$ cat src/tw_pkg.sv
// Package with register map, field layouts, reset values and types of the 16-bit waveform timer.
package tw_pkg;
   // Register byte addresses on the APB bus.
   localparam logic [7:0] ADDR_OUT_MODE = 8'h80;
   localparam logic [7:0] ADDR_CLK_CTRL = 8'h84;
   localparam logic [7:0] ADDR_COUNT = 8'h88;
   localparam logic [7:0] ADDR_MATCH_A = 8'h8c;
   localparam logic [7:0] ADDR_MATCH_B = 8'h90;
   localparam logic [7:0] ADDR_CAPTURE = 8'h94;
   localparam logic [7:0] ADDR_IRQ_STATUS = 8'h98;
   localparam logic [7:0] ADDR_IRQ_MASK = 8'h9c;
   // Values after reset.
   localparam logic [7:0] RST_OUT_MODE = 8'h00;
   localparam logic [4:0] RST_CLK_CTRL = 5'h00;
   localparam logic [15:0] RST_WORD = 16'h0000;
   localparam logic [2:0] RST_IRQ = 3'h0;
   // Interrupt status bit positions.
   localparam int IRQ_OVF = 0;
   localparam int IRQ_MATCH_A = 1;
   localparam int IRQ_MATCH_B = 2;
   // Fixed top and bottom values.
   localparam logic [15:0] TOP_MAX = 16'hffff;
   localparam logic [15:0] TOP_8BIT = 16'h00ff;
   localparam logic [15:0] TOP_9BIT = 16'h01ff;
   localparam logic [15:0] TOP_10BIT = 16'h03ff;
   localparam logic [15:0] BOTTOM = 16'h0000;
   // Tick source select encodings.
   localparam logic [2:0] CS_STOP = 3'h0;
   localparam logic [2:0] CS_DIV1 = 3'h1;
   localparam logic [2:0] CS_DIV8 = 3'h2;
   localparam logic [2:0] CS_DIV64 = 3'h3;
   localparam logic [2:0] CS_DIV256 = 3'h4;
   localparam logic [2:0] CS_DIV1024 = 3'h5;
   localparam logic [2:0] CS_EXT_FALL = 3'h6;
   localparam logic [2:0] CS_EXT_RISE = 3'h7;
   // Compare output action encodings.
   localparam logic [1:0] COM_OFF = 2'h0;
   localparam logic [1:0] COM_TOGGLE = 2'h1;
   localparam logic [1:0] COM_CLEAR = 2'h2;
   localparam logic [1:0] COM_SET = 2'h3;
   // Layout of the output and mode control register.
   typedef struct packed {
      logic [1:0] compare_out_action_a;
      logic [1:0] compare_out_action_b;
      logic [1:0] reserved;
      logic [1:0] waveform_mode_low;
   } tw_out_mode_t;
   // Layout of the clock and capture control register (own layout, low five bits).
   typedef struct packed {
      logic [1:0] waveform_mode_high;
      logic [2:0] tick_source_select;
   } tw_clk_ctrl_t;
   // Count direction for the dual-slope modes, one bit so the code is trivially Gray.
   typedef enum logic {
      TW_DIR_UP = 1'b0,
      TW_DIR_DOWN = 1'b1
   } tw_dir_t;
endpackage : tw_pkg

$ cat src/tw_timer.sv
// Top module of the 16-bit waveform timer with APB registers and two compare outputs.
//
// Local design decision: the APB register port.
`timescale 1ns/1ps
module tw_timer (
   input wire logic clk_sys,
   input wire logic rst_b,
   input wire logic psel,
   input wire logic penable,
   input wire logic pwrite,
   input wire logic [31:0] paddr,
   input wire logic [31:0] pwdata,
   input wire logic [3:0] pstrb,
   output logic [31:0] prdata,
   output logic pready,
   output logic pslverr,
   input wire logic ext_count_pin,
   output logic wave_pin_a,
   output logic wave_pin_b,
   output logic pin_override_a,
   output logic pin_override_b,
   output logic irq
);
   // Software-visible registers.
   tw_pkg::tw_out_mode_t out_mode_q; // Compare actions and low mode bits.
   tw_pkg::tw_clk_ctrl_t clk_ctrl_q; // High mode bits and tick source.
   logic [15:0] count_value_q; // The counter itself.
   logic [15:0] match_buf_a_q; // Buffered compare value A as written.
   logic [15:0] match_buf_b_q; // Buffered compare value B as written.
   logic [15:0] match_value_a_q; // Active compare value A.
   logic [15:0] match_value_b_q; // Active compare value B.
   logic [15:0] capture_value_q; // Capture register, used as a top source.
   logic [2:0] irq_status_q; // Sticky event flags.
   logic [2:0] irq_mask_q; // Interrupt enables.
   logic [31:0] prdata_q; // Read data, captured in the setup cycle.
   // Internal state.
   tw_pkg::tw_dir_t dir_q; // Direction in the dual-slope modes.
   logic [9:0] prescale_q; // Free running prescaler.
   logic ext_meta_q; // First synchroniser stage of the external pin.
   logic ext_sync_q; // Second synchroniser stage.
   logic ext_prev_q; // Delayed copy for edge detection.
   logic wave_a_q; // Waveform output A.
   logic wave_b_q; // Waveform output B.
   logic block_q; // Suppresses the match after a counter write.
   // Combinational helpers.
   logic [3:0] mode; // Full waveform mode.
   logic non_pwm; // Normal or clear-on-match modes.
   logic fast_pwm; // Single-slope PWM modes.
   logic dual_pwm; // Dual-slope PWM modes.
   logic freq_correct; // Modes 8 and 9.
   logic clear_on_match_mode; // Clear-on-match modes.
   logic [15:0] top; // Selected top value.
   logic timer_tick; // One-cycle enable of the counter.
   logic at_top; // Counter at top.
   logic at_bottom; // Counter at bottom.
   logic hit_a; // Compare match A in this tick.
   logic hit_b; // Compare match B in this tick.
   logic load_buf; // Active compare values take the buffers.
   logic ovf_evt; // Overflow event in this tick.
   logic wr_en; // APB write access phase.
   logic rd_setup; // APB read setup cycle.
   logic mapped; // Address hits a register.
   logic [2:0] ovf_set; // Events in status layout.

   assign mode = {clk_ctrl_q.waveform_mode_high, out_mode_q.waveform_mode_low};
   // Writes to an address with nonzero upper bits are refused like any other unmapped write.
   assign wr_en = psel & penable & pwrite & mapped;
   assign rd_setup = psel & ~penable & ~pwrite;

   // Decode the mode into its family; the reserved code runs as normal mode.
   always_comb begin
      non_pwm = 1'b0;
      fast_pwm = 1'b0;
      dual_pwm = 1'b0;
      unique case (mode)
         4'd0, 4'd4, 4'd12, 4'd13: non_pwm = 1'b1;
         4'd5, 4'd6, 4'd7, 4'd14, 4'd15: fast_pwm = 1'b1;
         default: dual_pwm = 1'b1; // Modes 1 to 3 and 8 to 11.
      endcase
   end
   assign freq_correct = (mode == 4'd8) || (mode == 4'd9);
   assign clear_on_match_mode = (mode == 4'd4) || (mode == 4'd12);

   // Top value: a fixed width, compare register A or the capture register.
   always_comb begin
      unique case (mode)
         4'd1, 4'd5: top = tw_pkg::TOP_8BIT;
         4'd2, 4'd6: top = tw_pkg::TOP_9BIT;
         4'd3, 4'd7: top = tw_pkg::TOP_10BIT;
         4'd4, 4'd9, 4'd11, 4'd15: top = match_value_a_q;
         4'd8, 4'd10, 4'd12, 4'd14: top = capture_value_q;
         default: top = tw_pkg::TOP_MAX; // Modes 0 and 13.
      endcase
   end

   // Tick selection; the tick is an enable, never a clock.
   always_comb begin
      unique case (clk_ctrl_q.tick_source_select)
         tw_pkg::CS_STOP: timer_tick = 1'b0;
         tw_pkg::CS_DIV1: timer_tick = 1'b1;
         tw_pkg::CS_DIV8: timer_tick = &prescale_q[2:0];
         tw_pkg::CS_DIV64: timer_tick = &prescale_q[5:0];
         tw_pkg::CS_DIV256: timer_tick = &prescale_q[7:0];
         tw_pkg::CS_DIV1024: timer_tick = &prescale_q[9:0];
         tw_pkg::CS_EXT_FALL: timer_tick = ext_prev_q & ~ext_sync_q;
         tw_pkg::CS_EXT_RISE: timer_tick = ~ext_prev_q & ext_sync_q;
      endcase
   end

   // Prescaler and external pin synchroniser; the first stage feeds only the second.
   always_ff @(posedge clk_sys or negedge rst_b) begin
      if (!rst_b) begin
         prescale_q <= 10'h000;
         ext_meta_q <= 1'b0;
         ext_sync_q <= 1'b0;
         ext_prev_q <= 1'b0;
      end else begin
         prescale_q <= prescale_q + 10'h001;
         ext_meta_q <= ext_count_pin;
         ext_sync_q <= ext_meta_q;
         ext_prev_q <= ext_sync_q;
      end
   end

   // Events of the current tick.
   assign at_top = (count_value_q == top);
   assign at_bottom = (count_value_q == tw_pkg::BOTTOM);
   assign hit_a = timer_tick & ~block_q & (count_value_q == match_value_a_q);
   assign hit_b = timer_tick & ~block_q & (count_value_q == match_value_b_q);
   always_comb begin
      if (non_pwm) begin
         load_buf = 1'b1; // Immediate update.
         ovf_evt = timer_tick & (count_value_q == tw_pkg::TOP_MAX);
      end else if (fast_pwm) begin
         load_buf = timer_tick & at_top; // Takes effect as the count wraps to bottom.
         ovf_evt = timer_tick & at_top;
      end else begin
         load_buf = timer_tick & (freq_correct ? at_bottom : at_top);
         ovf_evt = timer_tick & at_bottom & (dir_q == tw_pkg::TW_DIR_DOWN);
      end
   end

   // Counter and direction; software writes override the count.
   always_ff @(posedge clk_sys or negedge rst_b) begin
      if (!rst_b) begin
         count_value_q <= tw_pkg::RST_WORD;
         dir_q <= tw_pkg::TW_DIR_UP;
         block_q <= 1'b0;
      end else if (wr_en && paddr[7:0] == tw_pkg::ADDR_COUNT) begin
         count_value_q <= pwdata[15:0];
         block_q <= 1'b1; // The next tick sees no match.
      end else if (timer_tick) begin
         block_q <= 1'b0;
         if (dual_pwm) begin
            if (dir_q == tw_pkg::TW_DIR_UP && at_top) begin
               dir_q <= tw_pkg::TW_DIR_DOWN;
               count_value_q <= count_value_q - 16'h0001;
            end else if (dir_q == tw_pkg::TW_DIR_DOWN && at_bottom) begin
               dir_q <= tw_pkg::TW_DIR_UP;
               count_value_q <= count_value_q + 16'h0001;
            end else if (dir_q == tw_pkg::TW_DIR_UP) begin
               count_value_q <= count_value_q + 16'h0001;
            end else begin
               count_value_q <= count_value_q - 16'h0001;
            end
         end else if ((clear_on_match_mode || fast_pwm) && at_top) begin
            dir_q <= tw_pkg::TW_DIR_UP;
            count_value_q <= tw_pkg::BOTTOM;
         end else begin
            dir_q <= tw_pkg::TW_DIR_UP;
            count_value_q <= count_value_q + 16'h0001;
         end
      end
   end

   // Next level of one waveform output for its action field, match and lane.
   function automatic logic wave_next(input logic cur, input logic [1:0] com, input logic hit,
                                      input logic [15:0] cmp, input logic lane_a);
      logic r;
      r = cur;
      if (non_pwm) begin
         if (hit && com == tw_pkg::COM_TOGGLE) r = ~cur;
         if (hit && com == tw_pkg::COM_CLEAR) r = 1'b0;
         if (hit && com == tw_pkg::COM_SET) r = 1'b1;
      end else if (fast_pwm) begin
         if (com == tw_pkg::COM_TOGGLE) begin
            if (hit && lane_a && mode[3:1] == 3'h7) r = ~cur;
         end else if (com[1]) begin
            if (hit && cmp != top) r = (com == tw_pkg::COM_SET);
            if (timer_tick && at_top) r = (com == tw_pkg::COM_CLEAR); // Bottom action.
         end
      end else begin
         if (com == tw_pkg::COM_TOGGLE) begin
            if (hit && lane_a && (mode == 4'd9 || mode == 4'd11)) r = ~cur;
         end else if (com[1] && hit) begin
            r = (dir_q == tw_pkg::TW_DIR_UP) ? (com == tw_pkg::COM_SET)
                                             : (com == tw_pkg::COM_CLEAR);
         end
      end
      return r;
   endfunction : wave_next

   // Waveform outputs update on the tick only.
   always_ff @(posedge clk_sys or negedge rst_b) begin
      if (!rst_b) begin
         wave_a_q <= 1'b0;
         wave_b_q <= 1'b0;
      end else if (timer_tick) begin
         wave_a_q <= wave_next(wave_a_q, out_mode_q.compare_out_action_a, hit_a,
                               match_value_a_q, 1'b1);
         wave_b_q <= wave_next(wave_b_q, out_mode_q.compare_out_action_b, hit_b,
                               match_value_b_q, 1'b0);
      end
   end
   assign wave_pin_a = wave_a_q;
   assign wave_pin_b = wave_b_q;
   // The pin driver also needs its direction bit set outside this block.
   assign pin_override_a = |out_mode_q.compare_out_action_a;
   assign pin_override_b = |out_mode_q.compare_out_action_b;

   // Control registers; reserved bits of control A are never stored.
   always_ff @(posedge clk_sys or negedge rst_b) begin
      if (!rst_b) begin
         out_mode_q <= tw_pkg::RST_OUT_MODE;
         clk_ctrl_q <= tw_pkg::RST_CLK_CTRL;
         capture_value_q <= tw_pkg::RST_WORD;
         irq_mask_q <= tw_pkg::RST_IRQ;
      end else if (wr_en && pstrb[0]) begin
         unique case (paddr[7:0])
            tw_pkg::ADDR_OUT_MODE: out_mode_q <= {pwdata[7:4], 2'b00, pwdata[1:0]};
            tw_pkg::ADDR_CLK_CTRL: clk_ctrl_q <= pwdata[4:0];
            tw_pkg::ADDR_CAPTURE: capture_value_q <= pwdata[15:0];
            tw_pkg::ADDR_IRQ_MASK: irq_mask_q <= pwdata[2:0];
            default: ;
         endcase
      end
   end

   // Compare buffers and their active copies.
   always_ff @(posedge clk_sys or negedge rst_b) begin
      if (!rst_b) begin
         match_buf_a_q <= tw_pkg::RST_WORD;
         match_buf_b_q <= tw_pkg::RST_WORD;
         match_value_a_q <= tw_pkg::RST_WORD;
         match_value_b_q <= tw_pkg::RST_WORD;
      end else begin
         if (wr_en && paddr[7:0] == tw_pkg::ADDR_MATCH_A) match_buf_a_q <= pwdata[15:0];
         if (wr_en && paddr[7:0] == tw_pkg::ADDR_MATCH_B) match_buf_b_q <= pwdata[15:0];
         if (load_buf) begin
            match_value_a_q <= match_buf_a_q;
            match_value_b_q <= match_buf_b_q;
         end
      end
   end

   // Sticky flags: write one clears, a new event in the same cycle wins.
   assign ovf_set[tw_pkg::IRQ_OVF] = ovf_evt;
   assign ovf_set[tw_pkg::IRQ_MATCH_A] = hit_a;
   assign ovf_set[tw_pkg::IRQ_MATCH_B] = hit_b;
   always_ff @(posedge clk_sys or negedge rst_b) begin
      if (!rst_b) begin
         irq_status_q <= tw_pkg::RST_IRQ;
      end else if (wr_en && paddr[7:0] == tw_pkg::ADDR_IRQ_STATUS) begin
         irq_status_q <= (irq_status_q & ~pwdata[2:0]) | ovf_set;
      end else begin
         irq_status_q <= irq_status_q | ovf_set;
      end
   end
   assign irq = |(irq_status_q & irq_mask_q);

   // Read data is captured in the setup cycle and held through the access phase.
   assign mapped = (paddr[31:8] == 24'h000000) &&
                   (paddr[7:0] inside {tw_pkg::ADDR_OUT_MODE, tw_pkg::ADDR_CLK_CTRL,
                    tw_pkg::ADDR_COUNT, tw_pkg::ADDR_MATCH_A, tw_pkg::ADDR_MATCH_B,
                    tw_pkg::ADDR_CAPTURE, tw_pkg::ADDR_IRQ_STATUS, tw_pkg::ADDR_IRQ_MASK});
   always_ff @(posedge clk_sys or negedge rst_b) begin
      if (!rst_b) begin
         prdata_q <= 32'h00000000;
      end else if (rd_setup) begin
         unique case (paddr[7:0])
            tw_pkg::ADDR_OUT_MODE: prdata_q <= {24'h000000, out_mode_q};
            tw_pkg::ADDR_CLK_CTRL: prdata_q <= {27'h0000000, clk_ctrl_q};
            tw_pkg::ADDR_COUNT: prdata_q <= {16'h0000, count_value_q};
            tw_pkg::ADDR_MATCH_A: prdata_q <= {16'h0000, match_buf_a_q};
            tw_pkg::ADDR_MATCH_B: prdata_q <= {16'h0000, match_buf_b_q};
            tw_pkg::ADDR_CAPTURE: prdata_q <= {16'h0000, capture_value_q};
            tw_pkg::ADDR_IRQ_STATUS: prdata_q <= {29'h00000000, irq_status_q};
            tw_pkg::ADDR_IRQ_MASK: prdata_q <= {29'h00000000, irq_mask_q};
            default: prdata_q <= 32'h00000000;
         endcase
      end
   end
   assign prdata = prdata_q;
   assign pready = 1'b1;
   assign pslverr = psel & penable & ~mapped;
endmodule : tw_timer

$ cat config.mk
export PLATFORM = sky130hd
export DESIGN_NAME = tw_timer
export DESIGN_NICKNAME = d
export VERILOG_FILES = /design/src/tw_pkg.sv /design/src/tw_timer.sv
export SDC_FILE = /design/constraint.sdc
export NUM_CORES = 1
export LEC_CHECK = 0
export BUFFER_PORTS_ARGS = -buffer_cell sky130_fd_sc_hd__buf_2
export CORE_ASPECT_RATIO = 1.2
export CORE_MARGIN = 4
export CORE_UTILIZATION = 50
export CTS_BUF_LIST = sky130_fd_sc_hd__clkbuf_4 sky130_fd_sc_hd__clkbuf_8
export DETAILED_ROUTE_END_ITERATION = 7
export PLACE_DENSITY = 0.7
export SYNTH_ARGS = -nofsm -noshare
export SYNTH_HDL_FRONTEND = slang
export SYNTH_SLANG_ARGS = --single-unit
$ cat constraint.sdc
create_clock -name clk_sys -period 6.6 [get_ports clk_sys]
set_input_delay 0.99 -clock clk_sys [delete_from_list [all_inputs] [get_ports clk_sys]]
set_output_delay 0.99 -clock clk_sys [all_outputs]
set_load 0.05 [all_outputs]
==> impl_metrics.ini <==
[finish]
seqCellArea_mm2 = 0.00365
antenna_cells = 0
multi_input_area_mm2 = 0.00527
drive_above_1_share_pct = 24.5
final_area_mm2 = 0.0102
area_growth_pct = 9.02
layout.nets = 1070
fillers = 1656
final-instance-count-excl-fill = 1257

[synthesis]
synth_warnings = 0
avgSynthCellArea_um2 = 9.89
async_flop_share_pct = 100
ys.flop_type = dfrtp_1
synth_area_mm2 = 0.00936
synth_top_area_share_pct = 39.0
yosys-top-cells-area = dfrtp_1, mux2_2, mux2_4
synth_enable_flop_cells = 0
synth_most_common_cell = dfrtp_1
synthTopCellsByCount = dfrtp_1, mux2_2, nor2_1, xor2_1, nand2_1
syn-instance-count = 947
ys_ff_latch = 146
yosysSeqAreaShare_pct = 39.0
synth_cell_type_count = 79
netlist.top_cell.by_area = dfrtp_1

[power_and_ir_drop]
netSwitchingFraction_pct = 30.0
pwr-share-clk_pct = 40.1
intPower_mw = 1.26
max-vdd-ir-drop_uv = 119
seq_power_share_pct = 51.0
power.leakage_nw = 4.52
powerDensity_mw_per_mm2 = 176
power.share.combinational_pct = 8.9
p_switching_mw = 0.538

[worst_hold_path]
min_path_cells = 0
hold-path-endpoint = ext_sync_q
hp-start = ext_meta_q
hold_path.class = reg -> reg

[global_route]
grt_busiest_layer = met2
grt_pass1_vias = 7735
antenna_found_initial = 0
use_met1_pct = 35.2
grt_pass1_wl_mm = 44.0
grtUsageMet3_pct = 4.13
overflow = 0
gr-usage-all-layers_pct = 27.0
grt_use_met2_pct = 44.3
grt_max_degree = 75

[drt]
drt_iter0_drc = 674
post_drt_wl_per_cell_um = 22.1
drc = 0
vias = 7856
ant_nets = 0
routed_wl_mm = 27.7
dr.pass1.iters = 6
via_per_inst = 6.25

[die]
fp.dieH_um = 158
rows = 54
die_area_mm2 = 0.0210
ioPinCount = 113
initial_core_util_pct = 51.1
core-area_mm2 = 0.0183
dieWidth_um = 133

[clock_tree]
cts_resized = 0
clockBufferDepth = 2
ctsHoldBuffers = 0
clockRootBuffer = clkbuf_8
cts.sinks = 146
cts.htree.levels = 4
worstSkewPairLatency_ns = 0.48
cts.clk_slew.worst_paths_ns = 0.10
cts_tree = done
cts_setup_buffers = 0
numCtsBuffers = 17

[status]
outcome = finished, final reports clean

[timing]
hold_viol = 0
skew_ns = 0.0152
rsz0062_at_grt = false
period_minus_slack_ns = 4.47
tightest_slew_ns = 1.00
relSlewSlack_pct = 33.0
whs_ns = 0.357
layout_setup_ws_ns = 2.13
fin_tns_setup_ns = 0
finalCritPeriodShare_pct = 67.7
drv_slew = 0
fmax_mhz = 224
setup_viol = 0

[placement]
dp.cells = 1225
placed_cell_area_mm2 = 0.00981
place.gp.congestion = 0.969
dp_slack_ns = 2.21
dp.final_hpwl_mm = 19.8
place.port_buffers = 76

[critical_path]
rr_worst_depth = 11
crit_required_ns = 6.96
critPathLaunchType = register
worstPathArrival_ns = 4.83
crit_type = reg -> reg
crit_path_max_fanout = 25
max_stage_delay_ns = 0.92
crit_path_end_kind = register
path_cells = buf_4 -> nand3b_1 -> a32oi_2 -> nor3_1 -> o22ai_1 -> or4_4 -> nor3_4 -> mux2_1 -> a21oi_4 -> buf_4 -> mux2_4
worstReg2RegEnd = match_value_b_q[12]
slowest_stage = dfrtp_1
worstReg2RegStart = mode[0]
worstSetupStartpoint = mode[0]
r2r_slack_ns = 2.13
crit_top_cell = buf_4

[job]
maxCapViolCount = 0
## power groups by stage
stage	combinational (mW)	clock (mW)	sequential, mW
after detailed placement	0.162	0	0.935
after global routing	0.172	0.769	0.920
after CTS	0.162	0.733	0.917
final	0.160	0.720	0.917
after floorplan	0.0497	0	0.987
after global placement	0.161	0	0.934
## worst max-delay path: cells and delay by family (launching register included)
kind	cells	cell delay, ns
flops	1	0.92
buf+inv	2	0.84
compound gates	3	1.28
mux	2	0.68
simple gates	4	0.62
## cells by family (layout without fill, tap and decap cells)
kind of cell,count (synthesis),in the layout,share of synthesized area [%]
AO/OA/AOI/OAI,250,250,19.1
AND/OR/NAND/NOR,265,265,15.0
multiplexers,109,109,14.3
buffers and inverters,102,145,5.60
other,2,17,0.0802
flip-flops,146,146,39.0
XOR/XNOR,69,69,6.45
adder cells (fa/ha/maj),4,4,0.535
## metal layers
| layer | vias up | share of wire [%] | wire length, um |
|---|---|---|---|
| li1 | 3595 | - | - |
| met1 | 3844 | 41 | 11400 |
| met2 | 339 | 48 | 13300 |
| met3 | 78 | 6.2 | 1730 |
| met4 | 0 | 4.6 | 1290 |
| met5 | - | 0 | 0 |
## worst max path at each step
stage,endpoint,slack [ns],cells past startpoint
finish,match_value_b_q[12],2.13,11
global route,match_value_a_q[15],1.94,11
CTS,match_value_b_q[13],2.18,11
detailed placement,match_value_b_q[13],2.21,11
global placement,match_value_b_q[12],2.26,11
floorplan,capture_value_q[10],3.40,6
## flip-flops by register name, summed over array words and instances, names as in the netlist, 4 cells and up
register	cells
prdata	16
clk_ctrl_q	5
prescale_q	10
count_value_q	16
match_buf_b_q	16
match_buf_a_q	16
match_value_b_q	16
out_mode_q	4
match_value_a_q	16
capture_value_q	16
## cell type report
class | count | area share [%]
Timing Repair Buffer | 90 | 4.82
Sequential cell | 146 | 35.8
Clock buffer | 17 | 2.29
Multi-Input combinational cell | 714 | 51.6
Tap cell | 252 | 3.09
Inverter | 23 | 0.846
Clock inverter | 15 | 1.56
## stage by stage
step,total power [mW],utilization (%)
after floorplan,1.04,-
after global placement,1.10,53.6
after detailed placement,1.10,53.6
after CTS,1.81,55.7
after global routing,1.86,55.7
final,1.80,55.7
## placed cells by master (no fill, tap or decap), types with 6 or more instances in the layout
| cell | instances |
|---|---|
| mux2_4 | 31 |
| nand4_1 | 13 |
| a22o_1 | 11 |
| buf_4 | 14 |
| clkbuf_8 | 17 |
| and2_1 | 7 |
| a21o_1 | 10 |
| xnor2_1 | 19 |
| conb_1 | 17 |
| a22oi_1 | 30 |
| nor2_1 | 60 |
| and3_1 | 13 |
| nand3b_1 | 7 |
| a211o_1 | 7 |
| o22ai_1 | 19 |
| a21oi_1 | 38 |
| o21ai_0 | 25 |
| inv_1 | 21 |
| mux2_2 | 71 |
| nand2_1 | 46 |
| xor2_1 | 50 |
| nor3_1 | 22 |
| dfrtp_1 | 146 |
| inv_6 | 8 |
| nor2b_1 | 8 |
| o21a_1 | 6 |
| buf_2 | 75 |
| or3_1 | 8 |
| a31oi_1 | 25 |
| a222oi_1 | 8 |
| a221oi_1 | 7 |
| mux2i_1 | 6 |
| nand3_1 | 22 |
| nor4_1 | 18 |
| o211ai_1 | 11 |
| nand2b_1 | 22 |
(Power assumes the default switching activity.)
